### src/fsrs_pkg.sv
package fsrs_pkg;

    // register indices, byte address is four times the index
    localparam logic [9:0] IDX_STATUS = 10'h1B2;
    localparam logic [9:0] IDX_CTRL0  = 10'h1B4;
    localparam logic [9:0] IDX_SUSP   = 10'h1B6;
    localparam logic [9:0] IDX_CMD    = 10'h1B8;

    // flash_status fields
    localparam int ST_RDY_IRQ   = 0;
    localparam int ST_ACC_ERR   = 1;
    localparam int ST_LOCK      = 2;
    localparam int ST_PROG_SUSP = 3;
    localparam int ST_PROG_ERR  = 4;
    localparam int ST_ERASE_ERR = 5;
    localparam int ST_ERASE_SUSP = 6;
    localparam int ST_READY     = 7;

    // flash_control_0 fields
    localparam int C0_REWRITE = 1;
    localparam int C0_HELD    = 2;
    localparam int C0_CMD_IE  = 5;
    localparam int C0_ACC_IE  = 6;
    localparam int C0_RDY_IE  = 7;

    // flash_suspend_control fields
    localparam int SU_ENABLE  = 0;
    localparam int SU_SW_REQ  = 1;
    localparam int SU_IRQ_EN  = 2;

    // command register fields
    localparam int CMD_CODE_LSB = 0;
    localparam int CMD_BLK_LSB  = 4;

    // reset values
    localparam logic [7:0] CTRL0_RESET = 8'h00;
    localparam logic [7:0] SUSP_RESET  = 8'h00;
    localparam logic       LOCK_RESET  = 1'h1;

    // command codes
    localparam logic [2:0] CMD_PROGRAM   = 3'h1;
    localparam logic [2:0] CMD_ERASE     = 3'h2;
    localparam logic [2:0] CMD_LOCK_PROG = 3'h3;
    localparam logic [2:0] CMD_LOCK_READ = 3'h4;
    localparam logic [2:0] CMD_BLANK     = 3'h5;
    localparam logic [2:0] CMD_CLEAR     = 3'h6;
    localparam logic [2:0] CMD_RESUME    = 3'h7;

    // first data flash block; lower numbers are program ROM
    localparam logic [2:0] DATA_BLOCK_FIRST = 3'h6;

    // busy durations in clock cycles
    localparam int         TIMER_W    = 16;
    localparam logic [15:0] PROG_CYC  = 16'h0040;
    localparam logic [15:0] ERASE_CYC = 16'h0200;
    localparam logic [15:0] MISC_CYC  = 16'h0010;

    typedef struct packed {
        logic       valid;
        logic       write;
        logic [2:0] block;
    } fsrs_acc_t;

    typedef struct packed {
        logic [2:0] block;
        logic [2:0] code;
    } fsrs_cmd_t;

    typedef enum logic [3:0] {
        S_READY     = 4'h1,
        S_BUSY      = 4'h2,
        S_SUSP      = 4'h4,
        S_SUSP_PROG = 4'h8
    } fsrs_state_t;

endpackage

### src/fsrs_flash_status.sv
// Overview of operation
// suspend halts ops; reads, erase-suspend programming
// held mode stalls CPU during program/erase
// held mode refuses commands to running block; code refuses only program and erase commands to it
// finish or suspend returns to read array
// enable plus software request enters suspend
// enable plus interrupt suspend on maskable irq
// held mode software suspend only data flash
// ready flag low whenever sequencer busy
// ready request ignores writes of one
// access-error request ignores writes of one
// ready request set on busy-to-ready
// access-error set on access to busy area
// command errors raise access-error when enabled
// access-error cleared by zero or clear command
// errors set on failure and command error
// lock monitor loaded at command completion; code loads it only when a program, erase or lock-bit read completes
// suspend status flags follow acknowledged suspend
// software keeps rewrite on while requests pending
// software runs from RAM, targets user ROM
// commands accepted only with rewrite enabled
// separate enable gates access-error on access
// interrupt output high while request set
`timescale 1ns/100ps
`default_nettype none

module fsrs_flash_status #(
    parameter logic [15:0] PROG_CYCLES  = fsrs_pkg::PROG_CYC,
    parameter logic [15:0] ERASE_CYCLES = fsrs_pkg::ERASE_CYC,
    parameter logic [15:0] MISC_CYCLES  = fsrs_pkg::MISC_CYC
) (
    // clock and reset
    input  wire logic               CLOCK,
    input  wire logic               RST_N,
    // wishbone slave
    input  wire logic               WB_CYC_I,
    input  wire logic               WB_STB_I,
    input  wire logic               WB_WE_I,
    input  wire logic [11:0]        WB_ADR_I,
    input  wire logic [3:0]         WB_SEL_I,
    input  wire logic [31:0]        WB_DAT_I,
    output logic      [31:0]        WB_DAT_O,
    output logic                    WB_ACK_O,
    // cpu flash accesses and events
    input  wire fsrs_pkg::fsrs_acc_t FLASH_ACC,
    input  wire logic               MASKABLE_IRQ,
    input  wire logic [2:0]         RUN_BLOCK,
    // flash array results
    input  wire logic               OP_FAIL,
    input  wire logic               LOCK_STATE,
    // outputs
    output logic                    CPU_HOLD,
    output logic                    READ_ARRAY,
    output logic                    ACCESS_REFUSED,
    output logic                    IRQ
);

    fsrs_pkg::fsrs_state_t state;
    fsrs_pkg::fsrs_state_t next_state;
    fsrs_pkg::fsrs_cmd_t   op;
    fsrs_pkg::fsrs_cmd_t   sub_op;
    fsrs_pkg::fsrs_cmd_t   cmd;
    logic [7:0] ctrl0;
    logic [7:0] susp;
    logic       prog_err;
    logic       erase_err;
    logic       lock_mon;
    logic       rdy_q;
    logic       acc_q;
    logic       main_done;
    logic       sub_done;
    logic       main_start;
    logic       sub_start;
    logic [15:0] main_len;
    logic       bus_req;
    logic       bus_wr;
    logic [9:0] idx;
    logic       cmd_go;
    logic       cmd_err;
    logic       clear_go;
    logic       do_suspend;
    logic       busy_to_ready;
    logic       finish_fail;
    logic       acc_hit;
    logic [7:0] status;
    logic       rewrite_en;
    logic       held;

    function automatic logic is_data(input logic [2:0] blk);
        is_data = blk >= fsrs_pkg::DATA_BLOCK_FIRST;
    endfunction

    function automatic logic is_rewrite(input logic [2:0] code);
        is_rewrite = code == fsrs_pkg::CMD_PROGRAM
                  || code == fsrs_pkg::CMD_ERASE;
    endfunction

    function automatic logic [15:0] op_len(input logic [2:0] code);
        case (code)
            fsrs_pkg::CMD_PROGRAM: op_len = PROG_CYCLES;
            fsrs_pkg::CMD_ERASE:   op_len = ERASE_CYCLES;
            default:               op_len = MISC_CYCLES;
        endcase
    endfunction

    assign rewrite_en = ctrl0[fsrs_pkg::C0_REWRITE];
    assign held       = ctrl0[fsrs_pkg::C0_HELD];
    assign bus_req    = WB_CYC_I && WB_STB_I && !WB_ACK_O;
    assign bus_wr     = WB_CYC_I && WB_STB_I && WB_ACK_O
                     && WB_WE_I && WB_SEL_I[0];
    assign idx        = WB_ADR_I[11:2];
    assign cmd        = fsrs_pkg::fsrs_cmd_t'({
                            WB_DAT_I[fsrs_pkg::CMD_BLK_LSB +: 3],
                            WB_DAT_I[fsrs_pkg::CMD_CODE_LSB +: 3]});

    // rewrite enable gates commands
    assign cmd_go = bus_wr && idx == fsrs_pkg::IDX_CMD && rewrite_en;

    // command acceptance per state
    always_comb begin
        next_state = state;
        cmd_err    = 1'b0;
        clear_go   = 1'b0;
        main_start = 1'b0;
        sub_start  = 1'b0;
        do_suspend = 1'b0;
        case (state)
            fsrs_pkg::S_READY: begin
                if (cmd_go) begin
                    if (cmd.code == fsrs_pkg::CMD_CLEAR) begin
                        clear_go = 1'b1;
                    // refuse own block
                    end else if (held && is_rewrite(cmd.code)
                                 && cmd.block == RUN_BLOCK) begin
                        cmd_err = 1'b1;
                    end else if (cmd.code == fsrs_pkg::CMD_RESUME
                                 || cmd.code == 3'h0) begin
                        cmd_err = 1'b1;
                    end else begin
                        main_start = 1'b1;
                        next_state = fsrs_pkg::S_BUSY;
                    end
                end
            end
            fsrs_pkg::S_BUSY: begin
                cmd_err = cmd_go;
                // suspend entry
                if (is_rewrite(op.code) && susp[fsrs_pkg::SU_ENABLE]
                    && ((susp[fsrs_pkg::SU_SW_REQ]
                         && (!held || is_data(op.block)))
                        || (susp[fsrs_pkg::SU_IRQ_EN] && MASKABLE_IRQ))) begin
                    do_suspend = 1'b1;
                    next_state = fsrs_pkg::S_SUSP;
                end else if (main_done) begin
                    next_state = fsrs_pkg::S_READY;
                end
            end
            fsrs_pkg::S_SUSP: begin
                if (cmd_go) begin
                    if (cmd.code == fsrs_pkg::CMD_CLEAR) begin
                        clear_go = 1'b1;
                    end else if (cmd.code == fsrs_pkg::CMD_RESUME) begin
                        next_state = fsrs_pkg::S_BUSY;
                    // programming only in erase-suspend
                    end else if (cmd.code == fsrs_pkg::CMD_PROGRAM
                                 && op.code == fsrs_pkg::CMD_ERASE
                                 && cmd.block != op.block
                                 && !(held && cmd.block == RUN_BLOCK)) begin
                        sub_start  = 1'b1;
                        next_state = fsrs_pkg::S_SUSP_PROG;
                    end else begin
                        cmd_err = 1'b1;
                    end
                end
            end
            fsrs_pkg::S_SUSP_PROG: begin
                cmd_err = cmd_go;
                if (sub_done) begin
                    next_state = fsrs_pkg::S_SUSP;
                end
            end
            default: begin
                next_state = fsrs_pkg::S_READY;
            end
        endcase
    end

    assign main_len = op_len(cmd.code);

    // busy-to-ready events
    assign busy_to_ready = do_suspend
                        || (state == fsrs_pkg::S_BUSY && main_done)
                        || (state == fsrs_pkg::S_SUSP_PROG && sub_done);

    assign finish_fail = OP_FAIL
                      && ((state == fsrs_pkg::S_BUSY && main_done
                           && !do_suspend)
                          || (state == fsrs_pkg::S_SUSP_PROG && sub_done));

    // access to area being rewritten while busy
    always_comb begin
        acc_hit = 1'b0;
        if (FLASH_ACC.valid && state == fsrs_pkg::S_BUSY) begin
            acc_hit = FLASH_ACC.block == op.block
                   || (!FLASH_ACC.write && !is_data(op.block)
                       && is_data(FLASH_ACC.block));
        end else if (FLASH_ACC.valid
                     && state == fsrs_pkg::S_SUSP_PROG) begin
            acc_hit = FLASH_ACC.block == sub_op.block
                   || (!FLASH_ACC.write && !is_data(sub_op.block)
                       && is_data(FLASH_ACC.block));
        end
    end

    fsrs_op_timer #(
        .W      (fsrs_pkg::TIMER_W)
    ) u_main_timer (
        .CLOCK  (CLOCK),
        .RST_N  (RST_N),
        .start  (main_start),
        .length (main_len),
        .run    (state == fsrs_pkg::S_BUSY && !do_suspend),
        .done   (main_done)
    );

    fsrs_op_timer #(
        .W      (fsrs_pkg::TIMER_W)
    ) u_sub_timer (
        .CLOCK  (CLOCK),
        .RST_N  (RST_N),
        .start  (sub_start),
        .length (PROG_CYCLES),
        .run    (state == fsrs_pkg::S_SUSP_PROG),
        .done   (sub_done)
    );

    // ready request, writes of one ignored
    fsrs_req_flag u_rdy_flag (
        .CLOCK  (CLOCK),
        .RST_N  (RST_N),
        .set    (busy_to_ready && ctrl0[fsrs_pkg::C0_RDY_IE]),
        .clr    (bus_wr && idx == fsrs_pkg::IDX_STATUS
                 && !WB_DAT_I[fsrs_pkg::ST_RDY_IRQ]),
        .q      (rdy_q)
    );

    // access-error request
    fsrs_req_flag u_acc_flag (
        .CLOCK  (CLOCK),
        .RST_N  (RST_N),
        .set    ((acc_hit && ctrl0[fsrs_pkg::C0_ACC_IE])
                 || ((cmd_err || finish_fail)
                     && ctrl0[fsrs_pkg::C0_CMD_IE])),
        .clr    (clear_go
                 || (bus_wr && idx == fsrs_pkg::IDX_STATUS
                     && !WB_DAT_I[fsrs_pkg::ST_ACC_ERR])),
        .q      (acc_q)
    );

    // sequencer state and operands
    always_ff @(posedge CLOCK) begin
        if (!RST_N) begin
            state  <= fsrs_pkg::S_READY;
            op     <= '0;
            sub_op <= '0;
        end else begin
            state <= next_state;
            if (main_start) begin
                op <= cmd;
            end
            if (sub_start) begin
                sub_op <= cmd;
            end
        end
    end

    // software registers
    always_ff @(posedge CLOCK) begin
        if (!RST_N) begin
            ctrl0 <= fsrs_pkg::CTRL0_RESET;
            susp  <= fsrs_pkg::SUSP_RESET;
        end else begin
            if (bus_wr && idx == fsrs_pkg::IDX_CTRL0) begin
                ctrl0 <= WB_DAT_I[7:0] & 8'hE6;
            end
            if (bus_wr && idx == fsrs_pkg::IDX_SUSP) begin
                susp <= WB_DAT_I[7:0] & 8'h07;
            end
        end
    end

    // error flags
    always_ff @(posedge CLOCK) begin
        if (!RST_N) begin
            prog_err  <= 1'b0;
            erase_err <= 1'b0;
        end else if (cmd_err) begin
            prog_err  <= 1'b1;
            erase_err <= 1'b1;
        end else if (finish_fail) begin
            if (state == fsrs_pkg::S_SUSP_PROG
                || op.code == fsrs_pkg::CMD_PROGRAM) begin
                prog_err <= 1'b1;
            end else if (op.code == fsrs_pkg::CMD_ERASE
                         || op.code == fsrs_pkg::CMD_BLANK) begin
                erase_err <= 1'b1;
            end
        end else if (clear_go) begin
            prog_err  <= 1'b0;
            erase_err <= 1'b0;
        end
    end

    // lock monitor load on completion
    always_ff @(posedge CLOCK) begin
        if (!RST_N) begin
            lock_mon <= fsrs_pkg::LOCK_RESET;
        end else if (state == fsrs_pkg::S_BUSY && main_done
                     && !do_suspend
                     && (is_rewrite(op.code)
                         || op.code == fsrs_pkg::CMD_LOCK_READ)) begin
            lock_mon <= LOCK_STATE;
        end
    end

    // status byte
    always_comb begin
        status = 8'h00;
        status[fsrs_pkg::ST_READY] = state == fsrs_pkg::S_READY
                                  || state == fsrs_pkg::S_SUSP;
        status[fsrs_pkg::ST_ERASE_SUSP] = op.code == fsrs_pkg::CMD_ERASE
            && (state == fsrs_pkg::S_SUSP
                || state == fsrs_pkg::S_SUSP_PROG);
        status[fsrs_pkg::ST_ERASE_ERR] = erase_err;
        status[fsrs_pkg::ST_PROG_ERR]  = prog_err;
        status[fsrs_pkg::ST_PROG_SUSP] = state == fsrs_pkg::S_SUSP
            && op.code == fsrs_pkg::CMD_PROGRAM;
        status[fsrs_pkg::ST_LOCK]    = lock_mon;
        status[fsrs_pkg::ST_ACC_ERR] = acc_q;
        status[fsrs_pkg::ST_RDY_IRQ] = rdy_q;
    end

    // wishbone answer, one cycle after the request
    always_ff @(posedge CLOCK) begin
        if (!RST_N) begin
            WB_ACK_O <= 1'b0;
            WB_DAT_O <= 32'h0000_0000;
        end else begin
            WB_ACK_O <= bus_req;
            WB_DAT_O <= 32'h0000_0000;
            if (bus_req && !WB_WE_I) begin
                case (idx)
                    fsrs_pkg::IDX_STATUS: WB_DAT_O[7:0] <= status;
                    fsrs_pkg::IDX_CTRL0:  WB_DAT_O[7:0] <= ctrl0;
                    fsrs_pkg::IDX_SUSP:   WB_DAT_O[7:0] <= susp;
                    fsrs_pkg::IDX_CMD: begin
                        WB_DAT_O[fsrs_pkg::CMD_BLK_LSB +: 3] <= op.block;
                        WB_DAT_O[fsrs_pkg::CMD_CODE_LSB +: 3] <= op.code;
                    end
                    default: WB_DAT_O <= 32'h0000_0000;
                endcase
            end
        end
    end

    // registered outputs
    always_ff @(posedge CLOCK) begin
        if (!RST_N) begin
            CPU_HOLD       <= 1'b0;
            READ_ARRAY     <= 1'b1;
            ACCESS_REFUSED <= 1'b0;
            IRQ            <= 1'b0;
        end else begin
            CPU_HOLD <= held
                && ((next_state == fsrs_pkg::S_BUSY && is_rewrite(
                        main_start ? cmd.code : op.code))
                    || next_state == fsrs_pkg::S_SUSP_PROG);
            READ_ARRAY <= next_state == fsrs_pkg::S_READY
                       || next_state == fsrs_pkg::S_SUSP;
            ACCESS_REFUSED <= acc_hit;
            IRQ <= rdy_q || acc_q;
        end
    end
endmodule

`default_nettype wire

### src/fsrs_op_timer.sv
`timescale 1ns/100ps
`default_nettype none

module fsrs_op_timer #(
    parameter int W = 16
) (
    // clock and reset
    input  wire logic         CLOCK,
    input  wire logic         RST_N,
    // control
    input  wire logic         start,
    input  wire logic [W-1:0] length,
    input  wire logic         run,
    // status
    output logic              done
);

    logic [W-1:0] count;

    // counts down only while run, so a suspend freezes it
    always_ff @(posedge CLOCK) begin
        if (!RST_N) begin
            count <= '0;
        end else if (start) begin
            count <= length;
        end else if (run && count != '0) begin
            count <= count - 1'b1;
        end
    end

    assign done = run && !start && (count == {{(W-1){1'b0}}, 1'b1});

endmodule

`default_nettype wire

### src/fsrs_req_flag.sv
`timescale 1ns/100ps
`default_nettype none

module fsrs_req_flag (
    // clock and reset
    input  wire logic CLOCK,
    input  wire logic RST_N,
    // events
    input  wire logic set,
    input  wire logic clr,
    // flag
    output logic      q
);

    // set wins over a clear in the same cycle
    always_ff @(posedge CLOCK) begin
        if (!RST_N) begin
            q <= 1'b0;
        end else if (set) begin
            q <= 1'b1;
        end else if (clr) begin
            q <= 1'b0;
        end
    end

endmodule

`default_nettype wire

### config.mk
export PLATFORM = sky130hd
export DESIGN_NAME = fsrs_flash_status
export DESIGN_NICKNAME = d
export VERILOG_FILES = /design/src/fsrs_pkg.sv /design/src/fsrs_flash_status.sv /design/src/fsrs_op_timer.sv /design/src/fsrs_req_flag.sv
export SDC_FILE = /design/constraint.sdc
export NUM_CORES = 1
export LEC_CHECK = 0
export BUFFER_PORTS_ARGS = -buffer_cell sky130_fd_sc_hd__buf_2
export CAP_MARGIN = 30
export CORE_MARGIN = 2
export CORE_UTILIZATION = 32
export DETAILED_ROUTE_END_ITERATION = 8
export PLACE_DENSITY = 0.56
export SYNTH_ARGS = -nofsm -noshare
export SYNTH_HDL_FRONTEND = slang
export SYNTH_SLANG_ARGS = --single-unit
### constraint.sdc
create_clock -name CLOCK -period 2.2 [get_ports CLOCK]
set_input_delay 0.22 -clock CLOCK [delete_from_list [all_inputs] [get_ports CLOCK]]
set_output_delay 0.22 -clock CLOCK [all_outputs]
set_load 0.05 [all_outputs]
-- After elaboration in Yosys (flattened, before gate mapping)
Index checks and enable logic that the tools add are counted.
- multiplexer cells: 60
- reduce and logical (&&, ||, !) cells: 96
- add/subtract/negate cells: 2
- magnitude comparators: 3
- equality and inequality tests: 31
- bitwise operators: 1
- operators by type and width (cell ; count):
    1-bit logical AND ; 48
    4-bit two-way mux ; 11
    10-bit by 9-bit equality test with 1-bit output, second input constant ; 4
    1-bit two-way mux ; 38
    16-bit by 1-bit equality test with 1-bit output, second input constant ; 2
    16-bit two-way mux ; 2
    16-bit nonzero test ; 2
    16-bit by 1-bit subtractor with 16-bit output, second input constant ; 2
    1-bit logical OR ; 22
    10-bit case mux with 2 select lines ; 1
    4-bit case mux with 4 select lines ; 1
    7-bit two-way mux ; 2
    3-bit equality test, second input constant ; 4
    1-bit zero test ; 12
    3-bit case mux with 4 select lines ; 1
    3-bit by 1-bit equality test with 1-bit output, second input constant ; 3
    3-bit by 2-bit equality test with 1-bit output, second input constant ; 3
    3-bit equality test ; 3
    3-bit greater-or-equal comparator, second input constant ; 3
    3-bit case mux with 3 select lines ; 1
    4-bit by 1-bit equality test with 1-bit output, second input constant ; 2
    4-bit by 2-bit equality test with 1-bit output, second input constant ; 2
    4-bit by 3-bit equality test with 1-bit output, second input constant ; 2
    4-bit equality test, second input constant ; 2
    13 further kinds ; 20
- input bits: 64
- register bits: 95
- output and inout port bits: 37
- logic and storage cells: 214

-- Logic depth before layout (Yosys ltp)
Gate-level depths: netlist (run 1).
- depth after elaboration: 19
- depth in mapped cells: 9
- gate-level depth less buffers: 9

-- Cells and area by module
Synthesis (run 1) repeated with hierarchy kept, for this count alone.
- cell total of the unflattened synthesis: 513
- area, all modules: 4331.7 um^2
- by module, submodules not included (module ; cells an instance ; times used ; sequential area each (um^2) ; area each (um^2)):
    fsrs_flash_status ; 266 ; 1 ; 740.7 ; 2249.7
    fsrs_op_timer at u_main_timer ; 121 ; 1 ; 320.3 ; 1027.2
    fsrs_op_timer at u_sub_timer ; 120 ; 1 ; 320.3 ; 972.2
    fsrs_req_flag ; 3 ; 2 ; 20.0 ; 41.3

-- Worst setup path after synthesis (run 1)
Ideal clock, no wire load.
- path type: register to register
- from: register WB_ACK_O
- to: register u_sub_timer.count[14]
- data required time: 2.078 ns
- setup slack: 0.280 ns
- arrival time: 1.798 ns
- buffers on the path: 1
- stages on the path, launching flop included: 8
- clock period less this slack: 1.920 ns
- library setup time: 0.122 ns
- path through: dfxtp_1 nand3_1 nor2_1 and3_1 nand3_1 nand2_1 buf_4 a21oi_1
- word-level cells in the longest chain between the ends: 8
- RTL lines (what ; line ; text):
    from (decl) ; fsrs_flash_status.sv:43 ; output logic WB_ACK_O,
    from (signal assigned) ; fsrs_flash_status.sv:349 ; WB_ACK_O <= bus_req;
    1-bit logical AND ; fsrs_flash_status.sv:109 ; assign bus_wr = WB_CYC_I && WB_STB_I && WB_ACK_O
    1-bit logical AND (2 in a row) ; fsrs_flash_status.sv:110 ; && WB_WE_I && WB_SEL_I[0];
    1-bit logical AND (2 in a row) ; fsrs_flash_status.sv:117 ; assign cmd_go = bus_wr && idx == fsrs_pkg::IDX_CMD && rewrite_en;
    1-bit two-way mux ; fsrs_flash_status.sv:159 ; if (cmd_go) begin
    1-bit two-way mux ; fsrs_flash_status.sv:127 ; case (state)
    2-bit OR reduction (no source line) ; -- ;
    to (signal assigned) ; fsrs_op_timer.sv:25 ; count <= length;
    to (signal assigned) ; fsrs_op_timer.sv:27 ; count <= count - 1'b1;
    to (decl) ; fsrs_op_timer.sv:18 ; logic [W-1:0] count;
Every way passes these cells.
A chain may end at the register's enable or synchronous reset.

-- Worst setup path after layout (run 1)
- from: register u_main_timer.count[4]
- to: register lock_mon
- word-level cells in the longest chain between the ends: 5
- RTL lines (what ; line ; text):
    from (decl) ; fsrs_op_timer.sv:18 ;
    from (signal assigned) ; fsrs_op_timer.sv:25 ;
    from (signal assigned) ; fsrs_op_timer.sv:27 ;
    16-bit by 1-bit equality test with 1-bit output ; fsrs_op_timer.sv:31 ; assign done = run && !start && (count == {{(W-1){1'b0}}, 1'b1});
    1-bit logical AND ; fsrs_op_timer.sv:31 ;
    1-bit logical AND ; fsrs_flash_status.sv:318 ; end else if (state == fsrs_pkg::S_BUSY && main_done
    1-bit logical AND ; fsrs_flash_status.sv:319 ; && !do_suspend
    1-bit logical AND ; fsrs_flash_status.sv:320 ; && (is_rewrite(op.code)
    to (signal assigned) ; fsrs_flash_status.sv:317 ; lock_mon <= fsrs_pkg::LOCK_RESET;
    to (decl) ; fsrs_flash_status.sv:67 ; logic lock_mon;
Every way passes these cells.

==> impl_metrics.py, run 1 <==
metrics = {
    "setup_path": {
        "path_class": "reg -> reg",
        "crit_arrival_ns": 2.25,
        "critPathMaxFanout": 5,
        "end_kind": "flop",
        "startpoint_type": "flop",
        "required_ns": 2.41,
    },
    "worst_hold_path": {
        "hold_class": "in -> reg",
    },
    "clock_network": {
        "root_buffer": "clkbuf_16",
        "insertion_delay_ns": 0.33,
        "path_clk_slew_ns": 0.06,
        "tritoncts": "built",
        "clk_path_buf_depth": 2,
        "cts_sinks": 71,
        "postCtsHoldBufs": 0,
        "h-tree-depth": 3,
        "cts_setup_buffers": 0,
        "cts-buffers-inserted": 9,
    },
    "synth": {
        "yosysTopAreaCellShare_pct": 36.6,
        "ys_top_cells_by_area": "dfxtp_1 (37%), xnor2_1 (6.5%), nor2_1 (6.1%)",
        "async_flop_share_pct": 0,
        "synth_area_leader_cell": "dfxtp_1",
        "syn_area_um2": 3890,
        "synthesis.instances": 436,
        "yosysSeqAreaShare_pct": 36.6,
        "ys_ff_latch": 71,
        "ys_warn_count": 0,
        "ys_top_cells_by_count": "dfxtp_1 (71), nor2_1 (63), xnor2_1 (29)",
        "synth_ff_type": "dfxtp_1",
        "synth.distinct_cells": 73,
        "synth_edf_count": 0,
        "syn_area_per_cell_um2": 8.91,
        "synth_most_common_cell": "dfxtp_1",
    },
    "global_route": {
        "antenna_found_initial": 0,
        "grt_pass1_wl_um": 15400,
        "gr-total-overflow": 0,
        "use_met1_pct": 19.7,
        "grt_pass1_vias": 3136,
        "grt_use_met3_pct": 3.18,
        "use_met2_pct": 24.0,
        "busiest_layer": "met2",
        "grt_max_degree": 28,
        "grt_use_total_pct": 14.9,
    },
    "floorplan": {
        "ios": 101,
        "die_area_um2": 13000,
        "start_util_pct": 32.6,
        "die_x_um": 114,
        "coreArea_um2": 11900,
        "rows": 40,
        "die_h_um": 114,
    },
    "power": {
        "powerDensity_nw_per_um2": 641,
        "leakage_uw": 0.00189,
        "irDropWorstVdd_v": 0.000320,
    },
    "drt": {
        "via_count": 3235,
        "drc": 0,
        "wl_per_cell_um": 14.2,
        "wirelength_um": 9220,
        "viasPerCell": 4.97,
        "ant_nets": 0,
        "drt_iter0_markers": 137,
        "dr.pass1.iters": 5,
    },
    "place": {
        "dpl_cell_area_um2": 4320,
        "portBuffers": 46,
        "hpwlAfterDp_um": 7160,
        "gp_congestion": 0.877,
    },
    "timing": {
        "fin_crit_ns": 2.04,
        "fmaxAchievable_ghz": 0.490,
        "worstMarginPinSlew_ns": 0.635,
        "finalCritPeriodShare_pct": 92.8,
        "fin_skew_ns": 0.00411,
        "drv_slew": 0,
        "relSlewSlack_pct": 57.3,
        "finalSetupTns_ns": 0,
        "rsz0062_at_grt": "no",
        "setup_violations": 0,
        "hold_viol": 0,
    },
    "finish": {
        "nNetsFinal": 567,
        "fin_area_um2": 4640,
        "layout-drive-gt1-share_pct": 24.8,
        "antennaDiodeCount": 0,
        "syn_to_final_growth_pct": 19.4,
    },
    "job": {
        "cap_violations": 0,
    },
    "run_status": {
        "outcome": "finished clean",
    },
}
[metal layers]
metal	vias to the layer above	part of all wire, %
li1	1626	-
met1	1529	48
met2	72	46
met3	8	4.4
met4	0	1.1
met5	-	0
[path summary, 6_finish.rpt]
| check | cells past startpoint | start | endpoint | slack, ns |
|---|---|---|---|---|
| max reg2reg | 7 | u_main_timer.count[4] | lock_mon | 0.16 |
| min | 3 | LOCK_STATE | lock_mon | 0.12 |
| min reg2reg | 1 | WB_ACK_O | WB_ACK_O | 0.46 |
| max | 7 | u_main_timer.count[4] | lock_mon | 0.16 |
[flip-flops by register name, indices dropped and copies added, names as in the netlist]
register            count
IRQ                     1
lock_mon                1
u_acc_flag.q            1
ACCESS_REFUSED          1
u_main_timer.count     16
u_sub_timer.count      16
susp                    3
READ_ARRAY              1
state                   4
WB_ACK_O                1
ctrl0                   5
prog_err                1
sub_op                  3
op                      6
CPU_HOLD                1
erase_err               1
WB_DAT_O                8
u_rdy_flag.q            1
[cell families (layout without fill, tap and decap cells)]
kind of cell    count (synthesis)  count (layout)  share of synthesized area (%)
compound gates                 61              61                           10.9
other cells                     1              24                         0.0965
buf+inv                        50              95                           7.60
fa+ha+maj                       5               5                           1.58
flops                          71              71                           36.6
xor+xnor                       38              38                           8.56
mux                            23              23                           6.02
simple gates                  187             187                           28.6
[repair_timing]
action / 4_1_cts / 5_1_grt
setup endpoints to repair: 0 / 1
gates resized for setup: 0 / 3
endpoints found under the hold margin: 0 / 0
[final cells by class]
class | instances | area [um^2]
clock buffer | 11 | 253
clock inverter | 5 | 56.3
fill | 1210 | 7270
inverter | 6 | 22.5
multi-input combinational | 338 | 2270
sequential | 71 | 1420
tap | 147 | 184
timing repair buffer | 73 | 433
[where the power goes]
group          internal, uW  switching, uW  total, uW
sequential             1290          0.461       1290
clock                   936            542       1480
combinational          51.3            159        210
[metrics by stage]
step                total power [uW]  instances  hold slack, ns  worst slack (ns)  util [%]
floorplan                       1500        459           0.345             0.280         -
detailed placement              1530        635           0.454             0.131      36.2
finish                          2980        651           0.115             0.159      39.0
global placement                1520        635           0.439             0.153      36.2
global route                    3100        651           0.122            0.0107      39.0
CTS                             3020        651           0.116             0.117      38.8
[cells in the final DEF, fill, tap and decap left out, types with 11 or more instances in the layout]
| master | count |
|---|---|
| dfxtp_1 | 70 |
| nor2_1 | 63 |
| buf_2 | 46 |
| xnor2_1 | 29 |
| buf_4 | 27 |
| nand2_1 | 24 |
| conb_1 | 24 |
| mux2i_1 | 20 |
| a21oi_1 | 18 |
| nor3_1 | 12 |
| nand3_1 | 11 |
[critical path, stage by stage (launching register included)]
cell and delay (ns):
dfxtp_1 0.35, or4_4 0.50, nor2b_1 0.18, nand3_1 0.18, nor2b_2 0.32, o211ai_1 0.16, mux2i_1 0.16, nand2_1 0.07
Power figures use the tool's default switching activity.
==> inputs of run 2 (changes only) <==
--- a/config.mk
+++ b/config.mk
@@ -5,6 +5,7 @@
 export SDC_FILE = /design/constraint.sdc
 export NUM_CORES = 1
 export LEC_CHECK = 0
+export ABC_AREA = 1
 export BUFFER_PORTS_ARGS = -buffer_cell sky130_fd_sc_hd__buf_2
 export CAP_MARGIN = 30
 export CORE_MARGIN = 2
==> run 2 against run 1 <==
Net effect: setup slack better by 0.030 ns; design area is 0.65% higher; combinational power hardly changed; synthesized cell count is 33% higher; critical endpoint is now u_sub_timer.count[9]; largest cell class unchanged.
==> impl_metrics.py, run 2 <==
metrics = {
    "timing": {
        "worstMarginPinSlew_ns": 0.559,
        "setup_violations": 0,
        "fin_crit_ns": 2.01,
        "fin_skew_ns": 0.00636,
        "finalSetupTns_ns": 0,
        "fmaxAchievable_ghz": 0.497,
        "finalCritPeriodShare_pct": 91.4,
        "rsz0062_at_grt": "no",
        "drv_slew": 0,
        "hold_viol": 0,
        "relSlewSlack_pct": 62.6,
    },
    "power": {
        "pwr-share-comb_pct": 7.2,
        "irDropWorstVdd_v": 0.000302,
        "p_clk_share_pct": 49.0,
        "sequentialPowerShare_pct": 43.8,
        "powerDensity_nw_per_um2": 629,
        "leakage_uw": 0.00216,
        "power_uw": 2940,
        "switching_share_pct": 24.1,
        "switchingPower_uw": 707,
        "intPower_uw": 2230,
    },
    "drt": {
        "dr.pass1.iters": 4,
        "ant_nets": 0,
        "via_count": 3798,
        "drt_iter0_markers": 161,
        "viasPerCell": 4.69,
        "wirelength_um": 9820,
        "drc": 0,
        "wl_per_cell_um": 12.1,
    },
    "finish": {
        "nNetsFinal": 705,
        "fill_cells": 1301,
        "layout-drive-gt1-share_pct": 16.4,
        "utilization_pct": 38.6,
        "antennaDiodeCount": 0,
        "layoutNonFillerInstCount": 810,
        "final_cell_mix": "nand2_1 (120), dfxtp_1 (71), nor2_1 (69)",
        "fin_area_um2": 4670,
        "reg.largest.list": "u_main_timer.count (16), u_sub_timer.count (16), WB_DAT_O (8)",
        "layout_commonest_cell": "nand2_1",
        "syn_to_final_growth_pct": 16.5,
    },
    "clock_network": {
        "cts_sinks": 71,
        "postCtsHoldBufs": 0,
        "cts-buffers-inserted": 9,
        "root_buffer": "clkbuf_16",
        "h-tree-depth": 3,
        "path_clk_slew_ns": 0.06,
        "clk_path_buf_depth": 2,
        "cts_resized": 0,
        "tritoncts": "built",
        "insertion_delay_ns": 0.33,
        "cts_setup_buffers": 0,
    },
    "place": {
        "dp.cells": 794,
        "portBuffers": 46,
        "gp_congestion": 0.885,
        "dpl_cell_area_um2": 4370,
        "hpwlAfterDp_um": 7610,
    },
    "setup_path": {
        "crit_chain": "inv_1 -> ha_1 -> inv_1 -> nor2_1 -> inv_1 -> nor2_2 -> nand2_1 -> nand2_4 -> inv_4 -> nand2_4 -> nor2_4 -> nand2_1 -> nor2_1 -> xnor2_1 -> nor2_1",
        "crit_family": "simple AND/OR/NAND/NOR gates",
        "required_ns": 2.42,
        "critPathMaxFanout": 10,
        "crit_path_max_incr_delay_ns": 0.38,
        "crit_arrival_ns": 2.23,
        "end_kind": "flop",
        "startpoint_type": "flop",
        "cp_slowest_cell": "dfxtp_1",
        "cp_num_buf_inv": 4,
        "path_class": "reg -> reg",
    },
    "global_route": {
        "grt_max_degree": 23,
        "grt_pass1_vias": 3505,
        "grt_pass1_wl_um": 16000,
        "antenna_found_initial": 0,
        "gr-total-overflow": 0,
        "grt_use_total_pct": 15.1,
    },
    "synth": {
        "yosysSeqAreaShare_pct": 35.4,
        "ys_top_cells_by_area": "dfxtp_1 (35%), nand2_1 (11%), nor2_1 (6.5%)",
        "synth-simple-area-share_pct": 33.0,
        "synth_top_family_by_area": "simple AND/OR/NAND/NOR gates",
        "synth_most_common_cell": "nand2_1",
        "synth_area_leader_cell": "dfxtp_1",
        "synth_mux_area_share_pct": 0,
        "synth-compound-area-share_pct": 13.9,
        "synth_xor_area_share_pct": 4.15,
        "synth.distinct_cells": 46,
        "synth_edf_count": 0,
        "synthesis.instances": 580,
        "syn_area_um2": 4010,
        "synth_fa_ha_area_share_pct": 1.25,
        "ys_ff_latch": 71,
        "syn_area_per_cell_um2": 6.91,
        "async_flop_share_pct": 0,
        "ys_top_cells_by_count": "nand2_1 (120), dfxtp_1 (71), nor2_1 (69)",
        "synth_ff_type": "dfxtp_1",
        "yosysTopAreaCellShare_pct": 35.4,
        "ys_warn_count": 0,
    },
    "run_status": {
        "outcome": "finished clean",
    },
    "floorplan": {
        "die_x_um": 116,
        "start_util_pct": 33.1,
        "coreArea_um2": 12100,
        "ios": 101,
        "rows": 40,
        "die_area_um2": 13400,
        "die_h_um": 116,
    },
    "job": {
        "cap_violations": 0,
    },
    "worst_hold_path": {
        "hold_class": "in -> reg",
    },
}
## run 2: cell count changes after synthesis, moves of 6 or more
cell,change
xnor2_1,-20
nor2_2,+6
a21oi_1,+29
clkbuf_1,-9
inv_1,+60
mux2i_1,-20
nand2_1,+96
and3_1,-6
nand3_1,+26
or3_1,-7
o21ai_0,+27
nor2_1,+6
## run 2: worst paths after layout
| path | startpoint | to | slack [ns] | cells after the start |
|---|---|---|---|---|
| worst max-delay path | u_sub_timer.count[0] | u_sub_timer.count[9] | 0.19 | 15 |
| worst min-delay path | WB_DAT_I[7] | ctrl0[7] | 0.15 | 3 |
| worst max register to register | u_sub_timer.count[0] | u_sub_timer.count[9] | 0.19 | 15 |
| worst min register to register | u_main_timer.count[15] | u_main_timer.count[15] | 0.46 | 1 |
## run 2: area by class of cell
| cell class | instances | area, um^2 | area share [%] |
|---|---|---|---|
| Timing Repair Buffer | 52 | 275 | 5.89 |
| Sequential cell | 71 | 1420 | 30.4 |
| Clock inverter | 6 | 60.1 | 1.29 |
| Clock buffer | 10 | 239 | 5.12 |
| Multi-Input combinational cell | 430 | 2190 | 46.9 |
| Tap cell | 168 | 210 | 4.50 |
| Inverter | 73 | 277 | 5.92 |
## run 2: layer usage
metal / routed length [um] / track usage [%] / share of wire, %
met4: 240 / 6.35 / 2.4
met3: 474 / 2.98 / 4.8
met2: 4530 / 26.2 / 46
met1: 4580 / 18.4 / 47
met5: 0 / 0 / 0
## run 2: kinds of logic after synthesis
| group | count (synthesis) |
|---|---|
| fa+ha+maj | 4 |
| simple gates | 283 |
| flops | 71 |
| xor+xnor | 19 |
| buf+inv | 102 |
| compound gates | 100 |
| other cells | 1 |
## run 2: power groups by stage
stage                     Combinational (uW)  Clock (uW)  Sequential (uW)
after floorplan                          182           0             1320
after global placement                   209           0             1320
after detailed placement                 211           0             1320
after CTS                                212        1470             1290
after global routing                     228        1520             1290
final                                    211        1440             1290
## run 2: worst reg2reg max path: stages, from the launching register on
cell     delay [ns]
dfxtp_1        0.38
inv_1          0.11
ha_1           0.20
inv_1          0.13
nor2_1         0.08
inv_1          0.09
nor2_2         0.04
nand2_1        0.09
nand2_4        0.11
inv_4          0.11
nand2_4        0.06
nor2_4         0.12
nand2_1        0.09
nor2_1         0.12
xnor2_1        0.13
nor2_1         0.05
## run 2: metrics by stage
step / setup WS, ns / hold slack [ns]
floorplan: 0.236 / 0.358
global placement: 0.243 / 0.442
detailed placement: 0.209 / 0.452
CTS: 0.191 / 0.143
global route: 0.0217 / 0.157
finish: 0.189 / 0.151
==> inputs of run 3 (changes only) <==
--- a/config.mk
+++ b/config.mk
@@ -11,6 +11,7 @@
 export CORE_MARGIN = 2
 export CORE_UTILIZATION = 32
 export DETAILED_ROUTE_END_ITERATION = 8
+export GPL_TIMING_DRIVEN = 0
 export PLACE_DENSITY = 0.56
 export SYNTH_ARGS = -nofsm -noshare
 export SYNTH_HDL_FRONTEND = slang
==> run 3 against run 2 <==
Net effect: clock skew shrank 0.0013 ns; power grew 4.5%; first-iteration DRC count grew 43%; sequential share of layout area shrank 1.1 points; combinational power grew 18%; global-route usage grew 0.72 points; setup slack gained 0.045 ns; clock power grew 7%; via count grew 0.34%; final cell count grew 2.8%; die area is the same; critical path depth is the same; largest cell class unchanged.
==> impl_metrics.py, run 3 (synthesis gave the netlist of run 2 again) <==
metrics = {
    "setup_path": {
        "end_kind": "flop",
        "crit_arrival_ns": 2.20,
        "r2r_slack_ns": 0.23,
        "critPathMaxFanout": 10,
        "required_ns": 2.44,
        "path_class": "reg -> reg",
        "startpoint_type": "flop",
        "rr_worst_depth": 15,
    },
    "place": {
        "dpl_cell_area_um2": 4540,
        "hpwlAfterDp_um": 7920,
        "dp.cells": 817,
        "dp_slack_ns": 0.186,
        "gp_congestion": 0.908,
        "portBuffers": 46,
    },
    "power": {
        "powerDensity_nw_per_um2": 633,
        "irDropWorstVdd_v": 0.000286,
        "leakage_uw": 0.00228,
    },
    "floorplan": {
        "die_x_um": 116,
        "die_area_um2": 13400,
        "coreArea_um2": 12100,
        "ios": 101,
        "rows": 40,
        "die_h_um": 116,
        "start_util_pct": 33.1,
    },
    "clock_network": {
        "path_clk_slew_ns": 0.06,
        "cts_sinks": 71,
        "cts-buffers-inserted": 9,
        "insertion_delay_ns": 0.34,
        "clk_path_buf_depth": 2,
        "h-tree-depth": 3,
        "root_buffer": "clkbuf_16",
        "tritoncts": "built",
        "postCtsHoldBufs": 0,
    },
    "timing": {
        "fin_skew_ns": 0.00505,
        "relSlewSlack_pct": 60.0,
        "worstMarginPinSlew_ns": 0.598,
        "hold_viol": 0,
        "fin_crit_ns": 1.97,
        "finalSetupTns_ns": 0,
        "timing.final.ws_setup_ns": 0.234,
        "fmaxAchievable_ghz": 0.509,
        "finalCritPeriodShare_pct": 89.4,
        "whs_ns": 0.145,
        "setup_violations": 0,
        "drv_slew": 0,
        "rsz0062_at_grt": "no",
    },
    "drt": {
        "wl_met1_um": 4790,
        "dr.pass1.iters": 5,
        "drt_iter0_markers": 230,
        "wl_per_cell_um": 12.3,
        "dr_wl_met2_um": 4640,
        "via_count": 3811,
        "highest_layer": "met4",
        "wirelength_um": 10200,
        "wl_met3_um": 615,
        "viasPerCell": 4.58,
        "drc": 0,
        "ant_nets": 0,
    },
    "run_status": {
        "outcome": "finished clean",
    },
    "finish": {
        "final_cell_mix": "nand2_1 (120), dfxtp_1 (69), nor2_1 (69)",
        "syn_to_final_growth_pct": 21.0,
        "layoutNonFillerInstCount": 833,
        "nNetsFinal": 728,
        "layout_commonest_cell": "nand2_1",
        "fin_area_um2": 4850,
        "antennaDiodeCount": 0,
        "layout-drive-gt1-share_pct": 18.9,
        "reg.largest.list": "u_main_timer.count (16), u_sub_timer.count (16), WB_DAT_O (8)",
        "fill_cells": 1314,
    },
    "global_route": {
        "grt_use_total_pct": 15.9,
        "grt_pass1_wl_um": 16600,
        "grt_pass1_vias": 3461,
        "gr-total-overflow": 0,
        "antenna_found_initial": 0,
        "grt_max_degree": 13,
    },
    "worst_hold_path": {
        "holdPathStages": 3,
        "hold_class": "in -> reg",
    },
    "job": {
        "cap_violations": 0,
    },
}
## run 3: cell count changes in the layout (fill, tap and decap cells not counted), sizes merged
| cell | delta |
|---|---|
| clkinv | -1 |
| bufinv | +1 |
| buf | +20 |
| clkbuf | +3 |
## run 3: where the power goes
part	internal [uW]	switching, uW
clock	987	550
sequential	1290	0.638
combinational	73.5	174
## run 3: final cells by class
class                   instances  area [um^2]  area share [%]
well taps                     168          210            4.33
clock buffers                  10          229            4.72
multi-input cells             430         2190            45.1
repair buffers                 46          230            4.74
plain buffers                  29          210            4.33
flip-flops and latches         71         1420            29.3
inverters                      73          277            5.70
clock inverters                 6         85.1            1.75
## run 3: through the flow
step,power (uW),utilization (%)
after detailed placement,1560,37.5
after global routing,3190,40.1
final,3070,40.1
after floorplan,1500,-
after CTS,3100,40.1
after global placement,1560,37.5
## run 3: what timing repair did
item                       in CTS  in global routing
buffers inserted                0                  0
setup endpoints to repair       0                  2
gates resized for setup         0                  2
## run 3: critical path, stage by stage, from the launching register on
cell     delay (ns)
dfxtp_2        0.36
inv_1          0.10
ha_1           0.20
inv_1          0.13
nor2_1         0.08
inv_1          0.08
nor2_2         0.04
nand2_1        0.09
nand2_4        0.11
inv_4          0.11
nand2_4        0.06
nor2_4         0.12
nand2_1        0.10
nor2_1         0.12
xnor2_1        0.12
nor2_1         0.05
## run 3: final timing paths
check,start,endpoint
max,u_sub_timer.count[0],u_sub_timer.count[9]
min,WB_DAT_I[7],ctrl0[7]
max reg2reg,u_sub_timer.count[0],u_sub_timer.count[9]
min reg2reg,u_main_timer.count[15],u_main_timer.count[15]
## run 3: per-layer routing
metal  vias up  GRT usage, %
met3        16          3.71
li1       1995             -
met4         0          6.11
met1      1693          20.0
met5         -             0
met2       107          26.3
